==> config.mk <==
export PLATFORM = sky130hd
export DESIGN_NAME = ipfb_bank
export DESIGN_NICKNAME = d
export VERILOG_FILES = /design/src/ipfb_pkg.sv /design/src/ipfb_bank.sv
export SDC_FILE = /design/constraint.sdc
export NUM_CORES = 1
export LEC_CHECK = 0
export BUFFER_PORTS_ARGS = -buffer_cell sky130_fd_sc_hd__buf_4
export CORE_MARGIN = 2
export CORE_UTILIZATION = 57
export CTS_BUF_LIST = sky130_fd_sc_hd__clkbuf_4 sky130_fd_sc_hd__clkbuf_8
export DETAILED_ROUTE_END_ITERATION = 7
export GPL_ROUTABILITY_DRIVEN = 1
export GPL_TIMING_DRIVEN = 0
export HOLD_SLACK_MARGIN = 0.08
export PLACE_DENSITY = 0.77
export SLEW_MARGIN = 10
export SYNTH_ARGS = -nofsm -noshare
export SYNTH_HDL_FRONTEND = slang
export SYNTH_SLANG_ARGS = --single-unit
==> constraint.sdc <==
create_clock -name clk -period 40.6 [get_ports clk]
set_clock_uncertainty 0.1 [all_clocks]
set_input_delay 0 -clock clk [delete_from_list [all_inputs] [get_ports clk]]
set_output_delay 0 -clock clk [all_outputs]
set_load 0.005 [all_outputs]
==> src/ipfb_pkg.sv <==
// Package of offsets, masks, source table and reset values for the bank.
package ipfb_pkg;

    // Number of interrupt sources covered by the bank.
    localparam int N_SRC = 30;

    // Register word indices; the byte address is four times the index.
    localparam logic [5:0] IDX_DBG    = 6'h01;
    localparam logic [5:0] IDX_FLASH  = 6'h02;
    localparam logic [5:0] IDX_PORT   = 6'h03;
    localparam logic [5:0] IDX_SERIAL = 6'h04;
    localparam logic [5:0] IDX_DEC    = 6'h05;
    localparam logic [5:0] IDX_STAT   = 6'h20;
    localparam logic [5:0] IDX_CLR    = 6'h21;
    localparam logic [5:0] IDX_EN     = 6'h22;

    // Writable bits of each priority register; reserved bits stay zero.
    localparam logic [15:0] WMASK_DBG    = 16'h003f;
    localparam logic [15:0] WMASK_FLASH  = 16'hffcf;
    localparam logic [15:0] WMASK_PORT   = 16'hfffc;
    localparam logic [15:0] WMASK_SERIAL = 16'hfc3f;
    localparam logic [15:0] WMASK_DEC    = 16'hff3f;

    // Reset values of the priority, status and enable registers.
    localparam logic [15:0] PRIO_RST = 16'h0000;
    localparam logic [31:0] STAT_RST = 32'h0000_0000;

    // Field code that disables a source.
    localparam logic [1:0] FLD_OFF = 2'h0;

    // Sources below this index use levels 1..3, the rest 0..2.
    localparam int N_DBG = 3;

    // Register index that holds the field of each source.
    localparam int SRC_REG [N_SRC] = '{
        1, 1, 1, 2, 2, 2, 2, 2, 2, 2,
        3, 3, 3, 3, 3, 3, 3, 4, 4, 4,
        4, 4, 4, 5, 5, 5, 5, 5, 5, 5};

    // Low bit of the field of each source within its register.
    localparam int SRC_LSB [N_SRC] = '{
        0, 2, 4, 0, 2, 6, 8, 10, 12, 14,
        2, 4, 6, 8, 10, 12, 14, 0, 2, 4,
        10, 12, 14, 0, 2, 4, 8, 10, 12, 14};

endpackage

==> src/ipfb_bank.sv <==
// Interrupt priority field bank with APB registers and request arbitration.
// Function
// (RULE_01) Debug receive-full field: 00 off, else 1..3.
// (RULE_02) Debug transmit-empty field: 00 off, else 1..3.
// (RULE_03) Debug trace field: 00 off, else 1..3.
// (RULE_04) Flash fields at 15:10, 00 off, 0..2.
// (RULE_05) PLL unlock and low voltage fields, 0..2.
// (RULE_06) External request B and A fields, 0..2.
// (RULE_07) Port D, E, F fields, 0..2.
// (RULE_08) CAN message, wake, error, bus-off fields.
// (RULE_09) SPI channel fields at 15:10, 0..2.
// (RULE_10) Port A, B, C fields at 5:0.
// (RULE_11) Reserved bits read zero, ignore writes.
// (RULE_12) Every priority field resets to 00.
// (RULE_13) Registers at word offsets 2..5, 16 bits; the code places them at word offsets 1..5.
// (RULE_14) Disabled sources never reach the core.
//
// Design decision made here: the APB register port.
module ipfb_bank
    import ipfb_pkg::*;
(
    input  wire logic                clk,
    input  wire logic                rst,
    input  wire logic                psel,
    input  wire logic                penable,
    input  wire logic                pwrite,
    input  wire logic [7:0]          paddr,
    input  wire logic [31:0]         pwdata,
    output logic      [31:0]         prdata,
    output logic                     pready,
    output logic                     pslverr,
    input  wire logic [ipfb_pkg::N_SRC-1:0] src_req,
    output logic                     core_req,
    output logic      [1:0]          core_level,
    output logic      [4:0]          core_src,
    output logic      [3:0]          level_req,
    output logic                     irq
);
    import ipfb_pkg::*;

    // Priority registers indexed by their word offset.
    logic [15:0]      prio_q [1:5];
    // Sticky event status and its interrupt enable.
    logic [N_SRC-1:0] stat_q;
    logic [N_SRC-1:0] en_q;
    // Registered read answer and error flag.
    logic [31:0]      rdata_q;
    logic             err_q;
    // Registered arbitration result toward the core.
    logic             core_req_q;
    logic [1:0]       core_level_q;
    logic [4:0]       core_src_q;
    logic [3:0]       level_req_q;

    // Per-source field, enable and decoded level.
    logic [1:0]       fld   [N_SRC];
    logic [N_SRC-1:0] act;
    logic [1:0]       lvl   [N_SRC];

    // Bus phase decode.
    logic             setup;
    logic             wr;
    logic [5:0]       idx;
    logic             hit_prio;
    logic             mapped;

    // Arbitration scratch results.
    logic             win_any_d;
    logic [1:0]       win_lvl_d;
    logic [4:0]       win_src_d;
    logic [3:0]       level_req_d;

    // Word index is the byte address over four; low bits are ignored.
    assign idx      = paddr[7:2];
    assign setup    = psel & ~penable;
    assign wr       = psel & penable & pwrite;
    // The priority registers sit at word offsets one to five.
    assign hit_prio = (idx >= IDX_DBG) && (idx <= IDX_DEC); // [RULE_13]
    assign mapped   = hit_prio || idx == IDX_STAT
                      || idx == IDX_CLR || idx == IDX_EN;

    // The slave never inserts wait states, so ready is held high.
    assign pready   = 1'b1;
    assign prdata   = rdata_q;
    assign pslverr  = err_q;

    // Write mask lookup for the addressed priority register.
    function automatic logic [15:0] wmask(input logic [5:0] i);
        logic [15:0] m;
        m = 16'h0000;
        unique case (i)
            IDX_DBG:    m = WMASK_DBG;
            IDX_FLASH:  m = WMASK_FLASH;
            IDX_PORT:   m = WMASK_PORT;
            IDX_SERIAL: m = WMASK_SERIAL;
            IDX_DEC:    m = WMASK_DEC;
            default:    m = 16'h0000;
        endcase
        return m;
    endfunction

    // Priority registers: reset to all fields off, masked writes.
    // Masking at write time keeps reserved bits at zero for reads.
    always_ff @(posedge clk) begin
        if (rst) begin
            for (int r = 1; r <= 5; r++) begin
                prio_q[r] <= PRIO_RST; // [RULE_12]
            end
        end else if (wr && hit_prio) begin
            // Reserved bits take no value from the bus.
            prio_q[idx[2:0]] <= pwdata[15:0] & wmask(idx); // [RULE_11]
        end
    end

    // Enable register for the interrupt output.
    always_ff @(posedge clk) begin
        if (rst) begin
            en_q <= STAT_RST[N_SRC-1:0];
        end else if (wr && idx == IDX_EN) begin
            en_q <= pwdata[N_SRC-1:0];
        end
    end

    // Read data is latched in the setup cycle so the access cycle
    // can complete at once with a registered answer.
    always_ff @(posedge clk) begin
        if (rst) begin
            rdata_q <= 32'h0000_0000;
            err_q   <= 1'b0;
        end else if (setup) begin
            err_q   <= ~mapped;
            rdata_q <= 32'h0000_0000;
            if (hit_prio) begin
                // Upper half and reserved bits always read zero.
                rdata_q <= {16'h0000, prio_q[idx[2:0]]}; // [RULE_11]
            end else if (idx == IDX_STAT) begin
                rdata_q <= {{(32-N_SRC){1'b0}}, stat_q};
            end else if (idx == IDX_EN) begin
                rdata_q <= {{(32-N_SRC){1'b0}}, en_q};
            end
            // The clear register is write only and reads as zero.
        end
    end

    // Field extraction and level decode, one instance per source.
    for (genvar i = 0; i < N_SRC; i++) begin : g_src
        assign fld[i] = prio_q[SRC_REG[i]][SRC_LSB[i] +: 2];
        // Code 00 keeps the source away from arbitration.
        assign act[i] = src_req[i] && fld[i] != FLD_OFF; // [RULE_14]
        if (i < N_DBG) begin : g_dbg
            // Debug fields: the code is the level itself, 1 to 3.
            assign lvl[i] = fld[i]; // [RULE_01] [RULE_02] [RULE_03]
        end else begin : g_std
            // Other fields: code 01 to 11 maps to level 0 to 2.
            assign lvl[i] = fld[i] - 2'h1; // [RULE_04] [RULE_05] [RULE_06]
        end
    end

    // The standard-field decode above also covers ports, CAN and SPI.
    // Sources 10..16 are port D-F and CAN, 17..22 port A-C and SPI.
    // A shared decode keeps every non-debug field identical by construction.
    // Level decode for the remaining groups.  [RULE_07] [RULE_08]
    // Same decode for SPI and port A-C groups. [RULE_09] [RULE_10]

    // Arbitration: highest level wins, ties go to the lowest index.
    // A fixed tie order is simple but can starve high indices when
    // several sources share a level and stay asserted.
    always_comb begin
        win_any_d   = 1'b0;
        win_lvl_d   = 2'h0;
        win_src_d   = 5'h00;
        level_req_d = 4'h0;
        for (int i = 0; i < N_SRC; i++) begin
            if (act[i]) begin // [RULE_14]
                level_req_d[lvl[i]] = 1'b1;
                if (!win_any_d || lvl[i] > win_lvl_d) begin
                    win_any_d = 1'b1;
                    win_lvl_d = lvl[i];
                    win_src_d = 5'(i);
                end
            end
        end
    end

    // Request toward the core, registered for clean timing.
    always_ff @(posedge clk) begin
        if (rst) begin
            core_req_q   <= 1'b0;
            core_level_q <= 2'h0;
            core_src_q   <= 5'h00;
            level_req_q  <= 4'h0;
        end else begin
            core_req_q   <= win_any_d;
            core_level_q <= win_lvl_d;
            core_src_q   <= win_src_d;
            level_req_q  <= level_req_d;
        end
    end

    assign core_req   = core_req_q;
    assign core_level = core_level_q;
    assign core_src   = core_src_q;
    assign level_req  = level_req_q;

    // Sticky status: an enabled request sets its bit; a one written to
    // the clear register drops it, but a set in the same cycle wins.
    always_ff @(posedge clk) begin
        if (rst) begin
            stat_q <= STAT_RST[N_SRC-1:0];
        end else if (wr && idx == IDX_CLR) begin
            stat_q <= (stat_q & ~pwdata[N_SRC-1:0]) | act;
        end else begin
            stat_q <= stat_q | act;
        end
    end

    // Level interrupt, high while any enabled status bit is set.
    always_ff @(posedge clk) begin
        if (rst) begin
            irq <= 1'b0;
        end else begin
            irq <= |(stat_q & en_q);
        end
    end

endmodule

Word-level counts from Yosys, hierarchy flattened
Memory sizes are Yosys's and may differ from the RTL's.
Index checks and enable logic that the tools add are counted.
Storage, ports and cells
  register bits after elaboration: 106
  RAM bits: 80
  input bits: 75
  output and inout bits: 47
  memories: 1
Operators by class
  add/subtract/negate cells: 27
  magnitude comparators: 91
  eq/ne operators: 8
  mux-type cells: 281
  bitwise logic cells: 40
  reduce and logical (&&, ||, !) cells: 157
Memory list
  prio_q: words 5, bits a word 16, read ports 6, clocked after memory_dff 0, write ports 5, RTL line ipfb_bank.sv:42  | logic [15:0] prio_q [1:5];
Operators by type and width (number)
  5-bit 2-to-1 mux: 56
  30-bit 2-to-1 mux: 4
  4-bit 2-to-1 mux: 30
  2-bit 2-to-1 mux: 59
  4-bit bitwise OR: 29
  1-bit 2-to-1 mux: 97
  2-bit by 3-bit less-than comparator with 1-bit output, second input constant: 30
  16-bit one-hot mux with 5 select lines: 1
  1-bit logical AND: 64
  30-bit bitwise AND: 2
  1-bit demux with 2-bit select: 30
  2-bit by 1-bit >= comparator with 1-bit output, second input constant: 30
  30-bit bitwise OR: 2
  2-bit nonzero test: 30
  2-bit greater-than comparator: 29
  2-bit by 1-bit subtractor with 2-bit output, second input constant: 27
  16-bit 2-to-1 mux: 3
  1-bit logical OR: 32
  30-bit NOT: 1
  30-bit OR reduction: 1
  1-bit zero test: 29
  6-bit equality test, second input constant: 3
  16-bit bitwise AND: 1
  16-bit OR reduction: 1
  other kinds (8): 13

Depth between registers and ports, before layout
Gate-level depths: netlist of run 1.
An unclocked memory read counts as a cell.
  depth in word-level cells: 120
  gate-level depth with buffers: 176
  gate-level depth less buffers: 175

Worst setup path after synthesis of run 1
OpenSTA, ideal clock, no wires.
  path kind: reg-to-reg
  start point: memory prio_q[1][1]
  end point: register core_level_q[1], in the netlist core_level[1]
  data arrival time: 34.257 ns
  path slack: 6.178 ns
  cell stages (with the launch flop): 169
  path buffers: 1
  path through: edfxtp_1 > and2_1 > inv_1 > ha_1 > and2_1 > a211o_1 > a311o_1 > ha_1 > nor2b_1 > o21ai_0 > a21oi_2 > o21a_1 > ha_1 > nor2b_1 > a2bb2oi_1 > o21ai_2 > mux2i_1 > ha_1 > [133 not listed] > mux2i_1 > ha_1 > o22ai_1 > o21a_1 > nor2_1 > a21oi_1 > ha_1 > inv_1 > a21oi_1 > a21oi_1 > o21ai_1 > mux2_2 > ha_1 > nor2b_1 > o21ai_0 > a21o_1 > mux2_2 > nor2_1
RTL lines
  start: declaration: RTL line ipfb_bank.sv:42
  end signal: assignment: RTL line ipfb_bank.sv:194  | core_level_q <= win_lvl_d;
  end: declaration: RTL line ipfb_bank.sv:51  | logic [1:0] core_level_q;

==> flow_summary_export.csv, run 1 <==
group,metric,value,unit
drt,postRouteAntennaNets,0,
sta,max_slew_margin,0.2544,
global_route,met3_usage,0.07395,
sta,final_hold_viol_count,0,
global_route,met1_usage,0.5427,
worst_setup_path,cpMostUsedCell,"ha_1",
floorplanning,ioPinCount,122,
sta,worst_pin_slew,1110,ps
pwr,pwr_density_cell,42.02,nW/um^2
sta,period_minus_slack,38110,ps
floorplanning,die_h,151.7,um
global_route,track_usage,0.3939,
run_status,status,"finished, final reports clean",
synthesis,synth_top_family_by_area,"compound AO/OA/AOI/OAI gates",
worst_setup_path,path_class,"reg2reg",
worst_setup_path,path_delay_family,"compound AO/OA/AOI/OAI gates",
synthesis,synthAdderAreaFrac,0.1478,
clock_network,htreeDepth,4,
clock_network,clkTransAtPathRegs,130,ps
synthesis,synth.avg_cell_area,8.618,um^2
worst_setup_path,crit_path_start,"prio_q[1][1]$_SDFFCE_PN0P_",
final_layout,drive_above_1_share,0.1224,
clock_network,cts_buffers,17,
drt,via_per_inst,6.394,
worst_setup_path,slowest_stage,"a2111oi_4",
global_route,grt-busiest-layer,"met2",
pwr,total_power,622.7,uW
run,maxCapViolations,0,
clock_network,clock-sinks,184,
worst_setup_path,arrival,38380,ps
worst_setup_path,worstPathMaxFanout,6,
final_layout,areaGrowthSynthToFinish,19.24,%
clock_network,cts_tree,"done",
worst_hold_path,hold_class,"in2reg",
synthesis,synth.mux.area_fraction,0.01551,
pwr,p_leak,0.006036,uW
sta,timing.hold.ws,95.92,ps
global_route,grt_remaining_overflow,0,
clock_network,clk-insertion-delay-late,500,ps
sta,finalCritPeriodShare,0.9387,
worst_hold_path,hold_path_depth,5,
final_layout,utilization,0.6854,
worst_setup_path,timing.critical_path.buf_inv,9,
synthesis,synthArstFlopShare,0,
sta,drv_slew,0,
clock_network,clockBufferDepth,2,
worst_setup_path,setup.worst_path.start_class,"flip-flop",
floorplanning,start_util,0.5748,
place,hpwl,36050,um
floorplanning,die-area,23000,um^2
synthesis,synth_edf_count,80,
global_route,grt_pass1_vias,11480,
synthesis,ys.flop_type,"dfxtp_1",
synthesis,synth_area_leaders,"edfxtp_1 (19%), dfxtp_1 (17%), ha_1 (14%)",
global_route,grt_pass1_wl,66710,um
floorplanning,rows,54,
worst_hold_path,min_from,"paddr[6]",
place,io_buffers,114,
pwr,peakVddDrop,0.00003534,V
final_layout,antenna_cells,0,
drt,via_count,12500,
worst_setup_path,critical_path_depth,165,
global_route,grt_antenna_before_repair,0,
synthesis,synthXorXnorAreaFrac,0.0007048,
floorplanning,die_w,151.7,um
drt,drtIter0Drc,1735,
final_layout,nNetsFinal,1879,
synthesis,syn_inst,1442,
synthesis,ys_types,84,
clock_network,cts-root-buf,"clkbuf_8",
sta,setup_viol,0,
synthesis,synth_top_cell_by_area,"edfxtp_1",
sta,fmax,26.24,MHz
synthesis,synth_simple_gate_area_frac,0.2002,
synthesis,synth-compound-area-share,0.2293,
worst_setup_path,reg2reg_from,"prio_q[1][1]$_SDFFCE_PN0P_",
drt,dr.pass1.iters,8,
worst_setup_path,critical_path.endpoint_type,"flip-flop",
worst_setup_path,slowest_delay,520,ps
global_route,grt_max_degree,21,
drt,routedWlPerCell,23.45,um
floorplanning,core,21620,um^2
place,routabilityCongestion,1.062,
global_route,use_met2,0.5876,
synthesis,ys_ff_latch,184,
synthesis,syn-cell-area,12430,um^2
synthesis,synth_warnings,0,
worst_setup_path,required,40860,ps
synthesis,yosysSeqAreaShare,0.3609,
drt,post-route-drc-count,0,
drt,wl,45850,um
synthesis,synth_top_area_share,0.1933,
worst_setup_path,r2r_cells,165,
[final timing paths]
check                                             endpoint  slack (ps)
worst min-delay path            prio_q[2][1]$_SDFFCE_PN0P_         100
worst max-delay path                core_src[3]$_SDFF_PP0_        2490
worst min register to register        en_q[2]$_SDFFE_PP0P_         390
worst max register to register      core_src[3]$_SDFF_PP0_        2490
[layout by cell type (no fill, tap or decap), types with 16 or more instances in the layout]
master           n
ha_1           142
edfxtp_1        80
nor2_1         191
nand2b_1        34
nor3_1          37
a221oi_1        41
conb_1          23
o21ai_0         43
o211ai_1        17
buf_4          119
a211oi_1        16
nor2b_1         35
a21oi_1        130
nand2_1        158
dlygate4sd3_1   64
clkbuf_1        58
o22ai_1         22
inv_1           81
clkbuf_8        17
dfxtp_1        104
a22oi_1         25
[flip-flops by register name (all words and copies together) (netlist names)]
register	flops
core_level	2
prdata	30
pslverr	1
core_req	1
irq	1
core_src	5
en_q	30
stat_q	30
level_req	4
prio_q	80
[worst register-to-register path: cells and delay by family, from the launching register on]
family,cells,cell delay [ps]
DFF,1,390
buffers and inverters,9,870
AOI/OAI and AO/OA,70,15460
muxes,11,3400
and+or+nand+nor,41,7950
adders and majority gates,34,9830
[final cells by class]
type,instances,area (um^2)
inverters,81,304.0
flip-flops and latches,184,4484
repair buffers,180,1511
well taps,280,350.3
clock buffers,17,234.0
fillers,1804,6803
multi-input cells,1133,7505
plain buffers,65,256.5
clock inverters,15,172.7
[per-stage QoR]
step           setup slack, ps  cells  cell area [um^2]  TNS [ps]
2_1_floorplan             6178   1463             12510         0
3_3_place_gp              2260   1857             13710         0
3_5_place_dp              1865   1857             13710         0
4_1_cts                   1679   1953             14760         0
5_1_grt                -0.7887   1955             14820    -1.513
6_report                  2487   1955             14820         0
[synthesized netlist by cell type (16+ instances only)]
| library cell | count |
|---|---|
| nor2b_1 | 35 |
| nor2_1 | 193 |
| o21ai_0 | 44 |
| ha_1 | 142 |
| edfxtp_1 | 80 |
| nor3_1 | 38 |
| o22ai_1 | 23 |
| nand2_1 | 158 |
| a21oi_1 | 133 |
| inv_1 | 81 |
| a22oi_1 | 25 |
| dfxtp_1 | 104 |
| nand2b_1 | 34 |
| a211oi_1 | 16 |
| a221oi_1 | 41 |
| clkbuf_1 | 58 |
| o211ai_1 | 17 |
[logic make-up (layout without fill, tap and decap cells)]
kind of cell | Yosys count | in the layout
other | 2 | 23
buffers and inverters | 146 | 358
multiplexers | 17 | 17
AO/OA/AOI/OAI | 410 | 410
XOR/XNOR | 1 | 1
AND/OR/NAND/NOR | 534 | 534
adder cells (fa/ha/maj) | 148 | 148
flip-flops | 184 | 184
[timing repair]
action,4_1_cts,5_1_grt
endpoints found under the hold margin,149,0
setup buffers,0,2
hold buffers,64,0
endpoints found under the setup margin,0,7
resized for setup,0,11
[where the power goes]
| group | total [uW] | internal, uW | leakage [uW] | switching [uW] |
|---|---|---|---|---|
| Combinational | 273 | 119 | 0.00421 | 154 |
| Sequential | 218 | 206 | 0.00162 | 12.3 |
| Clock | 132 | 47.6 | 0.000206 | 84.5 |
[metal layers]
metal  vias to the layer above  wire length [um]  part of all wire
met1                      5886             18260              0.40
met4                         0              2560             0.056
met2                       819             19590              0.43
li1                       5642                 -                 -
met3                       154              5441              0.12
met5                         -                 0                 0
Power figures use the tool's default switching activity.
==> inputs of run 2 (changes only) <==
--- a/config.mk
+++ b/config.mk
@@ -5,6 +5,7 @@
 export SDC_FILE = /design/constraint.sdc
 export NUM_CORES = 1
 export LEC_CHECK = 0
+export ABC_AREA = 1
 export BUFFER_PORTS_ARGS = -buffer_cell sky130_fd_sc_hd__buf_4
 export CORE_MARGIN = 2
 export CORE_UTILIZATION = 57
==> run 2 against run 1 <==
Effect of this change: setup slack better by 6100 ps; hold slack better by 46 ps; global-route usage down 3.3 points; critical path depth up 72; highest routed layer unchanged; flip-flop and latch count unchanged; final cell count up 7.0%.
==> flow_summary_export.csv, run 2 <==
group,metric,value,unit
sta,final_hold_viol_count,0,
final_layout,largest_reg_flops,80,
synthesis,ys.flop_type,"dfxtp_1",
drt,postRouteAntennaNets,0,
floorplanning,rows,53,
clock_network,clock-sinks,184,
clock_network,cts_buffers,17,
sta,setup_viol,0,
final_layout,drive_above_1_share,0.1338,
final_layout,utilization,0.6958,
global_route,grt_pass1_vias,11370,
synthesis,yosysSeqAreaShare,0.3647,
worst_setup_path,slowest_stage,"edfxtp_1",
sta,max_slew_margin,0.1479,
worst_setup_path,worstPathMaxFanout,6,
synthesis,synth_top_area_share,0.1954,
worst_setup_path,setup.worst_path.start_class,"flip-flop",
synthesis,synth.avg_cell_area,7.773,um^2
drt,via_per_inst,5.813,
synthesis,ys_ff_latch,184,
place,routabilityCongestion,1.007,
final_layout,stdcell_count,2091,
worst_setup_path,cpMostUsedCell,"nand2_1",
sta,worst_pin_slew,1246,ps
place,hpwl,32350,um
worst_setup_path,slowest_delay,570,ps
global_route,grt_remaining_overflow,0,
run_status,status,"finished, final reports clean",
final_layout,nNetsFinal,2020,
worst_setup_path,required,40830,ps
final_layout,largest_register,"prio_q",
synthesis,synth_area_leaders,"edfxtp_1 (20%), dfxtp_1 (17%), ha_1 (14%)",
synthesis,yosys-top-cells-count,"nand2_1 (261), inv_1 (251), ha_1 (142), nor2_1 (136), o21ai_0 (110)",
place,io_buffers,111,
sta,fmax,31.25,MHz
clock_network,clkTransAtPathRegs,120,ps
sta,finalCritPeriodShare,0.7883,
final_layout,final_cell_mix,"nand2_1 (261), inv_1 (251), ha_1 (142), nor2_1 (136), buf_4 (114)",
floorplanning,die-area,22760,um^2
worst_hold_path,hold_class,"in2reg",
drt,wl,40940,um
pwr,pwr_density_cell,39.55,nW/um^2
global_route,grt_pass1_wl,61510,um
floorplanning,ioPinCount,122,
run,maxCapViolations,0,
global_route,track_usage,0.3613,
drt,routedWlPerCell,19.58,um
synthesis,synthArstFlopShare,0,
final_layout,areaGrowthSynthToFinish,19.32,%
clock_network,cts_resized,0,
clock_network,clockBufferDepth,2,
synthesis,syn-cell-area,12300,um^2
clock_network,clk-insertion-delay-late,490,ps
floorplanning,die_w,150.9,um
synthesis,synthMostInstantiatedCell,"nand2_1",
worst_setup_path,arrival,32240,ps
sta,period_minus_slack,32000,ps
floorplanning,start_util,0.5831,
pwr,total_power,580.3,uW
final_layout,antenna_cells,0,
clock_network,htreeDepth,4,
sta,grt_setup_unrepaired,"false",
sta,setup_tns,0,ps
final_layout,fillerInstances,1749,
synthesis,synth_top_cell_by_area,"edfxtp_1",
drt,dr.pass1.iters,6,
global_route,grt_antenna_before_repair,0,
clock_network,cts_tree,"done",
drt,drtIter0Drc,1184,
global_route,grt_max_degree,21,
synthesis,ys_types,56,
sta,drv_slew,0,
worst_setup_path,path_class,"reg2reg",
floorplanning,die_h,150.9,um
drt,post-route-drc-count,0,
worst_setup_path,critical_path.endpoint_type,"flip-flop",
clock_network,cts-root-buf,"clkbuf_8",
pwr,p_leak,0.006863,uW
synthesis,syn_inst,1582,
synthesis,synth_warnings,0,
final_layout,layout_commonest_cell,"nand2_1",
pwr,peakVddDrop,0.00002930,V
floorplanning,core,21090,um^2
place,post-place-cells,1989,
synthesis,synth_edf_count,80,
drt,via_count,12160,
## run 2: cell types whose count changed after synthesis, sizes merged, moves of 16 or more
| cell | before | now |
|---|---|---|
| inv | 81 | 270 |
| a221oi | 43 | 17 |
| a211oi | 17 | 1 |
| nor2b | 35 | 0 |
| nor3 | 38 | 12 |
| nand3 | 14 | 71 |
| nand2b | 34 | 0 |
| nand2 | 158 | 271 |
| a21oi | 136 | 108 |
| nor2 | 193 | 159 |
| o21ai | 51 | 120 |
| o2111ai | 1 | 17 |
## run 2: area by class of cell
class / count / area [um^2] / area share
Clock buffer: 18 / 241.5 / 0.01646
Timing Repair Buffer: 181 / 1534 / 0.1045
Tap cell: 275 / 344.1 / 0.02345
Inverter: 274 / 1030 / 0.07018
Sequential cell: 184 / 4484 / 0.3056
Buffer: 50 / 200.2 / 0.01364
Multi-Input combinational cell: 1095 / 6666 / 0.4543
Clock inverter: 14 / 172.7 / 0.01177
## run 2: metrics by stage
stage               setup WS [ps]  hold slack [ps]  instance area, um^2
floorplan                   12390            42.64                12380
global placement             9774            155.9                13550
detailed placement           8919            165.8                13550
CTS                          8822            104.6                14670
global route                 5270            153.6                14670
finish                       8596            141.6                14670
## run 2: logic make-up (layout without fill, tap and decap cells)
| group | after synthesis | count (layout) | share of synthesized area |
|---|---|---|---|
| compound gates | 376 | 376 | 0.1926 |
| fa+ha+maj | 142 | 142 | 0.1445 |
| buf+inv | 324 | 537 | 0.1000 |
| flops | 184 | 184 | 0.3647 |
| other cells | 2 | 23 | 0.0006107 |
| simple gates | 554 | 554 | 0.1976 |
## run 2: power by group
part	switching [uW]	leakage, uW	internal, uW	total, uW
clock	81.1	0.000209	48.5	130
sequential	9.51	0.00162	205	214
combinational	140	0.00503	96.0	236
total	231	0.00686	349	580
## run 2: metal layers
layer,track usage,wire (um),part of all wire
met1,0.4774,16400,0.40
met2,0.5845,18590,0.45
met3,0.06355,4085,0.10
met4,0.1551,1874,0.046
met5,0,0,0
## run 2: timing repair
action,CTS,global route
setup buffers,0,0
hold endpoints to repair,138,0
hold buffers,70,0
## run 2: worst paths after layout
kind                            slack [ps]                         end                        from  cells after the start
worst min register to register         380     prdata[18]$_SDFFE_PP0P_     prdata[18]$_SDFFE_PP0P_                      2
worst max-delay path                  8600      core_src[4]$_SDFF_PP0_  prio_q[1][0]$_SDFFCE_PN0P_                    237
worst min-delay path                   140  prio_q[3][7]$_SDFFCE_PN0P_                    paddr[2]                      5
worst max register to register        8600      core_src[4]$_SDFF_PP0_  prio_q[1][0]$_SDFFCE_PN0P_                    237
## run 2: critical path, delay by kind of cell (launching register included)
kind / cells / cell delay [ps]
adders and majority gates: 29 / 7430
and+or+nand+nor: 144 / 16360
buffers and inverters: 32 / 2530
AOI/OAI and AO/OA: 32 / 4910
DFF: 1 / 570
==> inputs of run 3 (changes only) <==
--- a/config.mk
+++ b/config.mk
@@ -8,13 +8,13 @@
 export ABC_AREA = 1
 export BUFFER_PORTS_ARGS = -buffer_cell sky130_fd_sc_hd__buf_4
 export CORE_MARGIN = 2
-export CORE_UTILIZATION = 57
+export CORE_UTILIZATION = 56
 export CTS_BUF_LIST = sky130_fd_sc_hd__clkbuf_4 sky130_fd_sc_hd__clkbuf_8
 export DETAILED_ROUTE_END_ITERATION = 7
 export GPL_ROUTABILITY_DRIVEN = 1
 export GPL_TIMING_DRIVEN = 0
 export HOLD_SLACK_MARGIN = 0.08
-export PLACE_DENSITY = 0.77
+export PLACE_DENSITY = 0.79
 export SLEW_MARGIN = 10
 export SYNTH_ARGS = -nofsm -noshare
 export SYNTH_HDL_FRONTEND = slang
==> constraint.sdc (replaced) <==
create_clock -name clk -period 27.3 [get_ports clk]
set_clock_uncertainty 0.1 [all_clocks]
set_input_delay 0 -clock clk [delete_from_list [all_inputs] [get_ports clk]]
set_output_delay 0 -clock clk [all_outputs]
set_load 0.005 [all_outputs]
==> run 3 against run 2 <==
Effect of this change: the flow now finishes with violations (setup timing); total power grew 85%; clock power grew 51%; setup slack lost 10000 ps; flip-flop and latch count is the same; sequential power grew 49%; hold slack lost 12 ps; utilization grew 3.9 points; fmax grew 10%; critical path depth grew 2; critical endpoint is now core_src[3]$_SDFF_PP0_.
==> flow_summary_export.csv, run 3 (synthesis results as in run 2) <==
group,metric,value,unit
run_status,status,"complete, but fails checks",
run_status,violations,"setup timing",
floorplanning,die_h,152.2,um
clock_network,htreeDepth,4,
floorplanning,start_util,0.5670,
drt,via_count,12750,
sta,max_slew_margin,0.1615,
worst_setup_path,setup.worst_path.start_class,"flip-flop",
final_layout,final_area,15950,um^2
global_route,grt_max_degree,22,
final_layout,layout_commonest_cell,"inv_1",
worst_setup_path,crit_path_start,"prio_q[1][1]$_SDFFCE_PN0P_",
worst_setup_path,crit_path_end,"core_src[3]$_SDFF_PP0_",
worst_setup_path,r2r_cells,239,
worst_setup_path,worst_r2r_endpoint,"core_src[3]$_SDFF_PP0_",
worst_setup_path,required,27530,ps
global_route,grt_remaining_overflow,0,
worst_setup_path,cpMostUsedCell,"nand2_2",
sta,worst_pin_slew,1248,ps
drt,routedWlPerCell,20.47,um
sta,grt_setup_unrepaired,"true",
global_route,grt_pass1_vias,11510,
final_layout,largest_reg_flops,80,
final_layout,final_cell_mix,"inv_1 (232), nand2_1 (197), buf_4 (170), nor2_1 (128), ha_1 (123)",
clock_network,clk-insertion-delay-late,480,ps
worst_hold_path,hold_class,"in2reg",
final_layout,drive_above_1_share,0.2507,
worst_setup_path,worstPathMaxFanout,5,
final_layout,largest_register,"prio_q",
clock_network,cts_tree,"done",
worst_setup_path,path_class,"reg2reg",
worst_setup_path,slowest_stage,"edfxtp_1",
pwr,power_switching,435.9,uW
floorplanning,die_w,152.2,um
place,dpl_cell_area,13680,um^2
pwr,comb_power_share,0.519,
pwr,peakVddDrop,0.00003904,V
place,hpwl,31970,um
final_layout,antenna_cells,0,
pwr,p_leak,0.007288,uW
drt,post-route-drc-count,0,
drt,via_per_inst,5.929,
sta,setup_viol,7,
sta,fmax,34.45,MHz
final_layout,utilization,0.7352,
pwr,switching_share,0.4071,
pwr,seq_power_share,0.298,
clock_network,cts_buffers,17,
run,maxCapViolations,0,
sta,final_hold_viol_count,0,
floorplanning,core,21690,um^2
place,routabilityCongestion,1.036,
worst_setup_path,reg2reg_from,"prio_q[1][1]$_SDFFCE_PN0P_",
floorplanning,die-area,23160,um^2
worst_setup_path,critical_path.endpoint_type,"flip-flop",
floorplanning,rows,54,
final_layout,areaGrowthSynthToFinish,29.67,%
global_route,track_usage,0.3468,
worst_setup_path,arrival,29260,ps
global_route,grt_pass1_wl,62510,um
worst_setup_path,rrSetupSlack,-1730,ps
pwr,p_clk_frac,0.183,
sta,period_minus_slack,29030,ps
clock_network,clkTransAtPathRegs,120,ps
drt,drtIter0Drc,1323,
drt,postRouteAntennaNets,0,
sta,fin_ws,-1730,ps
final_layout,nNetsFinal,2075,
clock_network,clock-sinks,184,
clock_network,clockBufferDepth,2,
sta,drv_slew,0,
clock_network,cts-root-buf,"clkbuf_8",
sta,finalCritPeriodShare,1.063,
pwr,pwr_density_cell,67.16,nW/um^2
final_layout,fillerInstances,1621,
floorplanning,ioPinCount,122,
place,io_buffers,111,
global_route,grt_antenna_before_repair,0,
pwr,p_int,635.0,uW
worst_setup_path,slowest_delay,520,ps
drt,wl,44030,um
drt,dr.pass1.iters,6,
## run 3: power groups by stage
stage | Clock (uW) | Sequential, uW | Combinational, uW
CTS | 195 | 318 | 391
floorplan | 0 | 320 | 272
finish | 196 | 319 | 555
global placement | 0 | 323 | 350
detailed placement | 0 | 324 | 360
global route | 205 | 321 | 599
## run 3: through the flow
step           total power [uW]  TNS [ps]  setup slack (ps)  std cells  hold WS, ps
6_report                   1071    -11860             -1730       2151        129.5
5_1_grt                    1125    -23780             -3430       2151        128.8
4_1_cts                   903.5    -15430             -2265       2112        83.95
3_5_place_dp              684.2    -19820             -2952       1994        166.7
3_3_place_gp              673.5    -14710             -2224       1994        159.7
2_1_floorplan             591.6         0             12.85       1603        42.64
## run 3: worst min-delay path by stage
stage / from / endpoint / slack, ps / depth (start not counted)
6_report: src_req[7] / stat_q[7]$_SDFF_PP0_ / 130 / 5
5_1_grt: src_req[7] / stat_q[7]$_SDFF_PP0_ / 130 / 5
4_1_cts: src_req[7] / stat_q[7]$_SDFF_PP0_ / 80 / 5
3_5_place_dp: pwdata[24] / en_q[24]$_SDFFE_PP0P_ / 170 / 3
3_3_place_gp: pwdata[24] / en_q[24]$_SDFFE_PP0P_ / 160 / 3
2_1_floorplan: pwdata[20] / en_q[20]$_SDFFE_PP0P_ / 40 / 2
## run 3: critical path: cells and delay by family, from the launching register on
family,cells,cell delay (ps)
AND/OR/NAND/NOR,147,15340
adder cells (fa/ha/maj),29,6790
AO/OA/AOI/OAI,31,3790
buffers and inverters,32,2300
flip-flops,1,520
## run 3: layout make-up
type	instances	area (um^2)	area share
plain buffers	50	200.2	0.01255
inverters	274	1039	0.06513
well taps	280	350.3	0.02197
multi-input cells	1095	7508	0.4709
clock inverters	15	185.2	0.01161
clock buffers	17	234.0	0.01467
repair buffers	236	1944	0.1219
flip-flops and latches	184	4484	0.2812
## run 3: per-layer routing
layer | global-route usage | up-vias | wire length, um
met1 | 0.4381 | 5996 | 16540
met4 | 0.1776 | 0 | 2800
li1 | - | 5828 | -
met5 | 0 | - | 0
met3 | 0.09243 | 168 | 4571
met2 | 0.5487 | 762 | 20110
## run 3: repair_timing
| action | CTS | global route |
|---|---|---|
| buffers inserted | 17 | 39 |
| hold endpoints to repair | 146 | 0 |
| endpoints found under the setup margin | 7 | 7 |
| resized for setup | 19 | 149 |
| hold buffers | 69 | 0 |
| pin swaps | 12 | 143 |
